==> src/rtl/expander_pkg.sv <==
// constants and types for the two-address serial port expander
// Summary of operation
// - device answers two slave addresses picked by two straps out of 32
// - address 101xxxx reads and writes push-pull outputs eight to fifteen
// - address 110xxxx serves outputs 0,1,6,7 and open-drain ports 2 to 5
// - serial slave works with bus clocks up to 400 kHz
// - reset returns the serial interface to idle, aborting any transfer
// - open-drain port written high is released and may serve as input
// - reads return sampled pin levels for open-drain ports 2 to 5, the written latches for push-pull outputs
// - reset input is active low and clears the two-wire interface
// - each strap decodes ground, supply, clock line or data line
// - sticky flags record any open-drain input change since last read of address 110xxxx
package expander_pkg;
    localparam int          CLK_HZ        = 20_000_000;
    localparam int          SCL_MAX_HZ    = 400_000;
    // shortest bus clock period in system cycles, rounded down
    localparam int          SCL_PERIOD_CYC = CLK_HZ / SCL_MAX_HZ;
    localparam int          SYNC_LAT      = 3;
    localparam logic [2:0]  ADDR_UPPER    = 3'h5;
    localparam logic [2:0]  ADDR_LOWER    = 3'h6;
    localparam logic [1:0]  STRAP_GND     = 2'h0;
    localparam logic [1:0]  STRAP_VDD     = 2'h1;
    localparam logic [1:0]  STRAP_SCL     = 2'h2;
    localparam logic [1:0]  STRAP_SDA     = 2'h3;
    localparam logic [3:0]  BYTE_BITS     = 4'h8;
    localparam logic [3:0]  LAST_BIT      = 4'h7;
    localparam int          OD_LSB        = 2;
    localparam int          OD_MSB        = 5;

    typedef enum logic [2:0] {
        ST_IDLE     = 3'h0,
        ST_ADDR     = 3'h1,
        ST_ADDR_ACK = 3'h3,
        ST_WR_DATA  = 3'h2,
        ST_WR_ACK   = 3'h6,
        ST_RD_DATA  = 3'h7,
        ST_RD_ACK   = 3'h5
    } bus_state_e;
endpackage

==> src/rtl/port_expander.sv <==
// serial slave with two port groups, open-drain read-back and change flags
`timescale 1ns/1ns
module port_expander #(
    parameter logic [7:0] UPPER_RESET = 8'hff,
    parameter logic [3:0] LOWPP_RESET = 4'hf,
    parameter logic [3:0] OD_RESET    = 4'hf
) (
    input  wire logic       CLK_IN,
    input  wire logic       RST_N_IN,
    input  wire logic       SCL_IN,
    input  wire logic       SDA_IN,
    output logic            SDA_OUT,
    output logic            SDA_OE_OUT,
    input  wire logic       ADDR_STRAP_HI_IN,
    input  wire logic       ADDR_STRAP_LO_IN,
    output logic [7:0]      PUSHPULL_UPPER_GROUP_OUT,
    output logic            PUSHPULL_BIT_ZERO_OUT,
    output logic            PUSHPULL_BIT_ONE_OUT,
    output logic            PUSHPULL_BIT_SIX_OUT,
    output logic            PUSHPULL_BIT_SEVEN_OUT,
    input  wire logic [3:0] OPENDRAIN_IO_GROUP_IN,
    output logic [3:0]      OPENDRAIN_IO_GROUP_OUT,
    output logic [3:0]      OPENDRAIN_IO_GROUP_OE_OUT,
    output logic [3:0]      TRANSITION_FLAG_OUT
);
    typedef struct packed {
        logic [2:0]             scl_sync;
        logic [2:0]             sda_sync;
        logic [2:0][3:0]        od_sync;
        logic [2:0][1:0]        strap_sync;
        logic [2:0]             fill;
        logic                   scl_f;
        logic                   sda_f;
        logic [3:0]             od_f;
        logic [1:0]             seen_one;
        logic [1:0]             seen_zero;
        logic [1:0]             off_scl;
        logic [1:0]             off_sda;
        expander_pkg::bus_state_e state;
        logic [3:0]             cnt;
        logic [7:0]             sh;
        logic                   sel_low;
        logic                   sda_oe;
        logic                   sda_level;
        logic [7:0]             upper;
        logic [3:0]             lowpp;      // {o7, o6, o1, o0}
        logic [3:0]             od_oe;
        logic [3:0]             od_level;
        logic [3:0]             flags;
    } regs_s;

    localparam regs_s REGS_RESET = '{
        state:    expander_pkg::ST_IDLE,
        scl_f:    1'b1,
        sda_f:    1'b1,
        od_f:     4'hf,
        upper:    UPPER_RESET,
        lowpp:    LOWPP_RESET,
        od_oe:    ~OD_RESET,
        default:  '0
    };

    regs_s st;
    regs_s next_st;

    // straps tied to a bus line are told apart by watching which line
    // they follow; only samples where every line is settled count
    function automatic logic [1:0] strap_code(input logic one,
                                              input logic zero,
                                              input logic offc,
                                              input logic offd);
        if (!one)
            return expander_pkg::STRAP_GND;
        else if (!zero)
            return expander_pkg::STRAP_VDD;
        else if (!offc)
            return expander_pkg::STRAP_SCL;
        else
            return expander_pkg::STRAP_SDA;
    endfunction

    logic [3:0] code_nib;
    logic       scl_rise;
    logic       scl_fall;
    logic       start_c;
    logic       stop_c;
    logic       stable;
    logic [7:0] low_byte;

    always_comb begin
        next_st = st;
        code_nib = {strap_code(st.seen_one[1], st.seen_zero[1],
                               st.off_scl[1], st.off_sda[1]),
                    strap_code(st.seen_one[0], st.seen_zero[0],
                               st.off_scl[0], st.off_sda[0])};
        // read-back takes live pin levels for the open-drain ports
        low_byte = {st.lowpp[3:2], st.od_f, st.lowpp[1:0]};

        next_st.scl_sync = {st.scl_sync[1:0], SCL_IN};
        next_st.sda_sync = {st.sda_sync[1:0], SDA_IN};
        next_st.od_sync = {st.od_sync[1:0], OPENDRAIN_IO_GROUP_IN};
        next_st.strap_sync = {st.strap_sync[1:0],
                              ADDR_STRAP_HI_IN, ADDR_STRAP_LO_IN};
        // sync stages hold reset zeros, not pin samples, for three cycles
        next_st.fill = {st.fill[1:0], 1'b1};
        if (st.fill[2] && st.scl_sync[1] == st.scl_sync[2])
            next_st.scl_f = st.scl_sync[2];
        if (st.fill[2] && st.sda_sync[1] == st.sda_sync[2])
            next_st.sda_f = st.sda_sync[2];
        for (int i = 0; i < 4; i++) begin
            if (st.fill[2] && st.od_sync[1][i] == st.od_sync[2][i])
                next_st.od_f[i] = st.od_sync[2][i];
        end
        stable = st.fill[2] && (st.scl_sync[1] == st.scl_sync[2]) &&
                 (st.sda_sync[1] == st.sda_sync[2]) &&
                 (st.strap_sync[1] == st.strap_sync[2]);
        if (stable) begin
            for (int i = 0; i < 2; i++) begin
                next_st.seen_one[i] = st.seen_one[i] |
                                      st.strap_sync[2][i];
                next_st.seen_zero[i] = st.seen_zero[i] |
                                       ~st.strap_sync[2][i];
                next_st.off_scl[i] = st.off_scl[i] |
                    (st.strap_sync[2][i] ^ st.scl_sync[2]);
                next_st.off_sda[i] = st.off_sda[i] |
                    (st.strap_sync[2][i] ^ st.sda_sync[2]);
            end
        end

        scl_rise = next_st.scl_f & ~st.scl_f;
        scl_fall = ~next_st.scl_f & st.scl_f;
        start_c = st.scl_f & next_st.scl_f & st.sda_f & ~next_st.sda_f;
        stop_c = st.scl_f & next_st.scl_f & ~st.sda_f & next_st.sda_f;

        // transient changes latch; a change in the clearing cycle wins
        next_st.flags = st.flags | (st.od_f ^ next_st.od_f);

        if (start_c) begin
            next_st.state = expander_pkg::ST_ADDR;
            next_st.cnt = '0;
            next_st.sda_oe = 1'b0;
        end else if (stop_c) begin
            next_st.state = expander_pkg::ST_IDLE;
            next_st.sda_oe = 1'b0;
        end else begin
            case (st.state)
                expander_pkg::ST_ADDR: begin
                    if (scl_rise) begin
                        next_st.sh = {st.sh[6:0], next_st.sda_f};
                        next_st.cnt = st.cnt + 4'h1;
                    end else if (scl_fall &&
                                 st.cnt == expander_pkg::BYTE_BITS) begin
                        if (st.sh[7:1] == {expander_pkg::ADDR_UPPER,
                                           code_nib}) begin
                            next_st.sel_low = 1'b0;
                            next_st.sda_oe = 1'b1;
                            next_st.state = expander_pkg::ST_ADDR_ACK;
                        end else if (st.sh[7:1] ==
                                     {expander_pkg::ADDR_LOWER,
                                      code_nib}) begin
                            next_st.sel_low = 1'b1;
                            next_st.sda_oe = 1'b1;
                            next_st.state = expander_pkg::ST_ADDR_ACK;
                        end else begin
                            next_st.state = expander_pkg::ST_IDLE;
                        end
                    end
                end
                expander_pkg::ST_ADDR_ACK: begin
                    if (scl_fall) begin
                        next_st.cnt = '0;
                        if (st.sh[0]) begin
                            next_st.sh = st.sel_low ? low_byte : st.upper;
                            next_st.sda_oe = st.sel_low ? ~low_byte[7]
                                                        : ~st.upper[7];
                            next_st.state = expander_pkg::ST_RD_DATA;
                            if (st.sel_low)
                                next_st.flags = st.od_f ^ next_st.od_f;
                        end else begin
                            next_st.sda_oe = 1'b0;
                            next_st.state = expander_pkg::ST_WR_DATA;
                        end
                    end
                end
                expander_pkg::ST_WR_DATA: begin
                    if (scl_rise) begin
                        next_st.sh = {st.sh[6:0], next_st.sda_f};
                        next_st.cnt = st.cnt + 4'h1;
                    end else if (scl_fall &&
                                 st.cnt == expander_pkg::BYTE_BITS) begin
                        // every byte goes straight to the latches
                        if (st.sel_low) begin
                            next_st.lowpp = {st.sh[7:6], st.sh[1:0]};
                            next_st.od_oe = ~st.sh[expander_pkg::OD_MSB:
                                                   expander_pkg::OD_LSB];
                        end else begin
                            next_st.upper = st.sh;
                        end
                        next_st.sda_oe = 1'b1;
                        next_st.state = expander_pkg::ST_WR_ACK;
                    end
                end
                expander_pkg::ST_WR_ACK: begin
                    if (scl_fall) begin
                        next_st.sda_oe = 1'b0;
                        next_st.cnt = '0;
                        next_st.state = expander_pkg::ST_WR_DATA;
                    end
                end
                expander_pkg::ST_RD_DATA: begin
                    if (scl_fall) begin
                        if (st.cnt == expander_pkg::LAST_BIT) begin
                            next_st.sda_oe = 1'b0;
                            next_st.state = expander_pkg::ST_RD_ACK;
                        end else begin
                            next_st.sh = {st.sh[6:0], 1'b0};
                            next_st.sda_oe = ~st.sh[6];
                            next_st.cnt = st.cnt + 4'h1;
                        end
                    end
                end
                expander_pkg::ST_RD_ACK: begin
                    if (scl_rise && next_st.sda_f) begin
                        next_st.state = expander_pkg::ST_IDLE;
                    end else if (scl_fall) begin
                        next_st.cnt = '0;
                        next_st.sh = st.sel_low ? low_byte : st.upper;
                        next_st.sda_oe = st.sel_low ? ~low_byte[7]
                                                    : ~st.upper[7];
                        next_st.state = expander_pkg::ST_RD_DATA;
                        if (st.sel_low)
                            next_st.flags = st.od_f ^ next_st.od_f;
                    end
                end
                default: begin
                    next_st.state = expander_pkg::ST_IDLE;
                    next_st.sda_oe = 1'b0;
                end
            endcase
        end
    end

    // async clear drops any transfer mid-byte and frees the data line
    always_ff @(posedge CLK_IN or negedge RST_N_IN) begin
        if (!RST_N_IN) begin
            st <= REGS_RESET;
        end else begin
            st <= next_st;
        end
    end

    assign SDA_OUT = st.sda_level;
    assign SDA_OE_OUT = st.sda_oe;
    assign PUSHPULL_UPPER_GROUP_OUT = st.upper;
    assign PUSHPULL_BIT_ZERO_OUT = st.lowpp[0];
    assign PUSHPULL_BIT_ONE_OUT = st.lowpp[1];
    assign PUSHPULL_BIT_SIX_OUT = st.lowpp[2];
    assign PUSHPULL_BIT_SEVEN_OUT = st.lowpp[3];
    // ports only ever pull low; a high latch leaves the pin to the board
    assign OPENDRAIN_IO_GROUP_OUT = st.od_level;
    assign OPENDRAIN_IO_GROUP_OE_OUT = st.od_oe;
    assign TRANSITION_FLAG_OUT = st.flags;
endmodule // port_expander

==> config.mk <==
export PLATFORM = sky130hd
export DESIGN_NAME = port_expander
export DESIGN_NICKNAME = d
export VERILOG_FILES = /design/src/rtl/expander_pkg.sv /design/src/rtl/port_expander.sv
export SDC_FILE = /design/constraint.sdc
export NUM_CORES = 1
export LEC_CHECK = 0
export ABC_AREA = 1
export CELL_PAD_IN_SITES_DETAIL_PLACEMENT = 0
export CELL_PAD_IN_SITES_GLOBAL_PLACEMENT = 1
export CORE_ASPECT_RATIO = 0.9
export CORE_UTILIZATION = 48
export DETAILED_ROUTE_END_ITERATION = 8
export DONT_BUFFER_PORTS = 1
export PLACE_DENSITY = 0.87
export SYNTH_ARGS = -nofsm -noshare
export SYNTH_HDL_FRONTEND = slang
export SYNTH_SLANG_ARGS = --single-unit
==> constraint.sdc <==
create_clock -name CLK_IN -period 2.6 [get_ports CLK_IN]
set_clock_uncertainty 0.2 [all_clocks]
set_input_delay 0.52 -clock CLK_IN [delete_from_list [all_inputs] [get_ports CLK_IN]]
set_output_delay 0.52 -clock CLK_IN [all_outputs]
set_load 0.03 [all_outputs]
==> impl_metrics.csv <==
group,metric,value,unit
pwr,p_per_area,625,nW/µm²
global_routing,grt-ovfl-total,0,
pwr,ir_drop,0.350,mV
sta,drv_slew,0,
worst_hold_path,worstHoldPathType,"flip-flop to flip-flop",
clock_network,clock_latency,0.36,ns
global_routing,antenna_found_initial,0,
yosys,syn_avg_cell_area,8.52,µm²
layout,antenna_cells,0,
floorplan,start_util,50.0,%
drt,via_per_inst,5.21,
sta,tns,0,ns
yosys,synth.cell_area,3790,µm²
global_routing,grt_pass1_wl,13.0,mm
sta,setup_viol_count_final,0,
clock_network,postCtsSetupRepairBufs,0,
layout,area_growth,7.20,%
pwr,total_power,2.54,mW
layout,stdcell_area,4060,µm²
floorplan,die_width,95.7,µm
drt,drt_iter0_markers,175,
layout,final_core_util,53.6,%
drt,wl_per_cell,14.0,µm
drt,via_count,2833,
layout,final_nets,455,
critical_path,critPathLaunchType,"flip-flop",
yosys,yosysWarnings,0,
yosys,seq_area_frac_synth,50.8,%
floorplan,die_h,86.3,µm
place,dpl_cell_area,3740,µm²
drt,dr.pass1.iters,4,
drt,postRouteAntennaNets,0,
pwr,p_leak,1.82,nW
drt,totalWireLength,7.62,mm
layout,final_cell_mix,"116 x nand2_1, 58 x dfrtp_1, 52 x o21ai_0",
drt,drc,0,
layout,drive_gt1_share,14.3,%
critical_path,critPathKind,"flip-flop to flip-flop",
yosys,yosys-top-cells-area,"dfrtp_1 38%, dfstp_2 12%, nand2_1 11%, o21ai_0 6.9%, buf_4 4.4%",
floorplan,pin_count,36,
yosys,synthFlopType,"dfrtp_1",
critical_path,end_kind,"flip-flop",
floorplan,core,7580,µm²
place,place_congestion,0.901,
yosys,synth_edf_count,0,
yosys,synthArstFlopShare,100,%
clock_network,cts.sinks,76,
place,hpwl,5.38,mm
sta,period_needed,2.14,ns
floorplan,dieArea,8260,µm²
sta,holdWs,0.153,ns
global_routing,grt_max_degree,77,
clock_network,cts_buffers,9,
sta,period_share,82.3,%
critical_path,crit_path_max_fanout,14,
critical_path,worst_ep_arrival_time,2.20,ns
clock_network,clk_pin_slew,0.09,ns
sta,rsz0062_at_grt,"no",
yosys,synth.top_cell.area_share,38.3,%
sta,finalHoldViolCount,0,
yosys,ys_ff_latch,76,
place,io_buffers,0,
clock_network,clock_path_buffers,2,
sta,fmax,467,MHz
yosys,ys_types,36,
global_routing,grt.total_usage,20.7,%
layout,layout.cells.most_common,"nand2_1",
flow_run,drv_cap,0,
clock_network,cts_tree,"yes",
critical_path,crit_required,2.66,ns
yosys,synth_area_leader_cell,"dfrtp_1",
clock_network,cts-root-buf,"clkbuf_8",
yosys,synthCells,445,
floorplan,num_rows,30,
run_status,status,"completed",
clock_network,htreeDepth,3,
global_routing,grt_pass1_vias,2702,
## power breakdown
group	switching (mW)	internal (mW)	total, mW
Sequential	0.0812	1.27	1.35
Clock	0.480	0.458	0.938
Combinational	0.165	0.0880	0.253
Total	0.726	1.81	2.54
## final timing paths
path	startpoint	to	slack [ns]	depth (start not counted)
max	st[58]	st[29]	0.46	8
min	next_st[71]	next_st[75]	0.15	0
min in group asynchronous	RST_N_IN	st[30]	0.51	2
max in group asynchronous	RST_N_IN	st[54]	1.31	2
min reg2reg	next_st[71]	next_st[75]	0.15	0
max reg2reg	st[58]	st[29]	0.46	8
## registers in the layout (all words and copies together) (netlist names)
signal	cells
st	33
next_st	18
PUSHPULL_UPPER_GROUP_OUT	8
OPENDRAIN_IO_GROUP_OE_OUT	4
TRANSITION_FLAG_OUT	4
low_byte	4
PUSHPULL_BIT_ONE_OUT	1
PUSHPULL_BIT_SEVEN_OUT	1
PUSHPULL_BIT_SIX_OUT	1
PUSHPULL_BIT_ZERO_OUT	1
SDA_OE_OUT	1
## synthesized netlist by cell type (4+ instances only)
cell,instances
buf_2,5
a21oi_1,8
xor2_1,6
dfstp_2,18
o21ai_0,52
nand3_1,28
inv_2,4
nor2_2,5
nand4_1,6
nand2_2,5
o21ai_2,4
nor2_1,26
nand2_1,116
o21bai_1,4
inv_1,40
dfrtp_1,58
buf_4,22
o211ai_1,10
## critical path, stage by stage (launching register included)
cell and delay, ns:
dfrtp_1 0.59, nand4_4 0.19, nand2_1 0.13, nand3_2 0.08
nor2_2 0.11, nand3_2 0.12, a21oi_4 0.38, nand2_1 0.11
o21ai_0 0.12
## cells by family (layout without fill, tap and decap cells)
kind of cell	count (synthesis)	after routing	share of synthesized area (%)
other cells	2	6	0.198
fa+ha+maj	2	2	0.660
buf+inv	74	73	9.87
xor+xnor	8	8	1.85
simple gates	196	196	22.8
compound gates	85	85	13.3
mux	2	2	0.528
flops	76	76	50.8
## timing repair
action / 4_1_cts / 5_1_grt
resized for setup: 0 / 0
endpoints found under the hold margin: 84 / 0
hold buffers: 10 / 0
## final cells by class
cell class | instances | area, µm²
Sequential cell | 76 | 1920
Clock buffer | 9 | 124
Multi-Input combinational cell | 299 | 1510
Clock inverter | 7 | 82.6
Fill cell | 692 | 3520
Timing Repair Buffer | 13 | 140
Tap cell | 96 | 120
Inverter | 44 | 165
## routing by layer
| metal | GRT usage [%] | part of all wire (%) | up-vias |
|---|---|---|---|
| met2 | 31.0 | 43 | 70 |
| met3 | 5.53 | 4.7 | 10 |
| met5 | 0 | 0 | - |
| met1 | 29.3 | 51 | 1332 |
| met4 | 6.38 | 1.2 | 0 |
| li1 | - | - | 1421 |
## through the flow
stage          instances  setup slack [ns]
2_1_floorplan        449             0.802
3_3_place_gp         518             0.588
3_5_place_dp         518             0.495
4_1_cts              544             0.464
5_1_grt              544             0.227
6_report             544             0.461
Power figures use the tool's default switching activity.
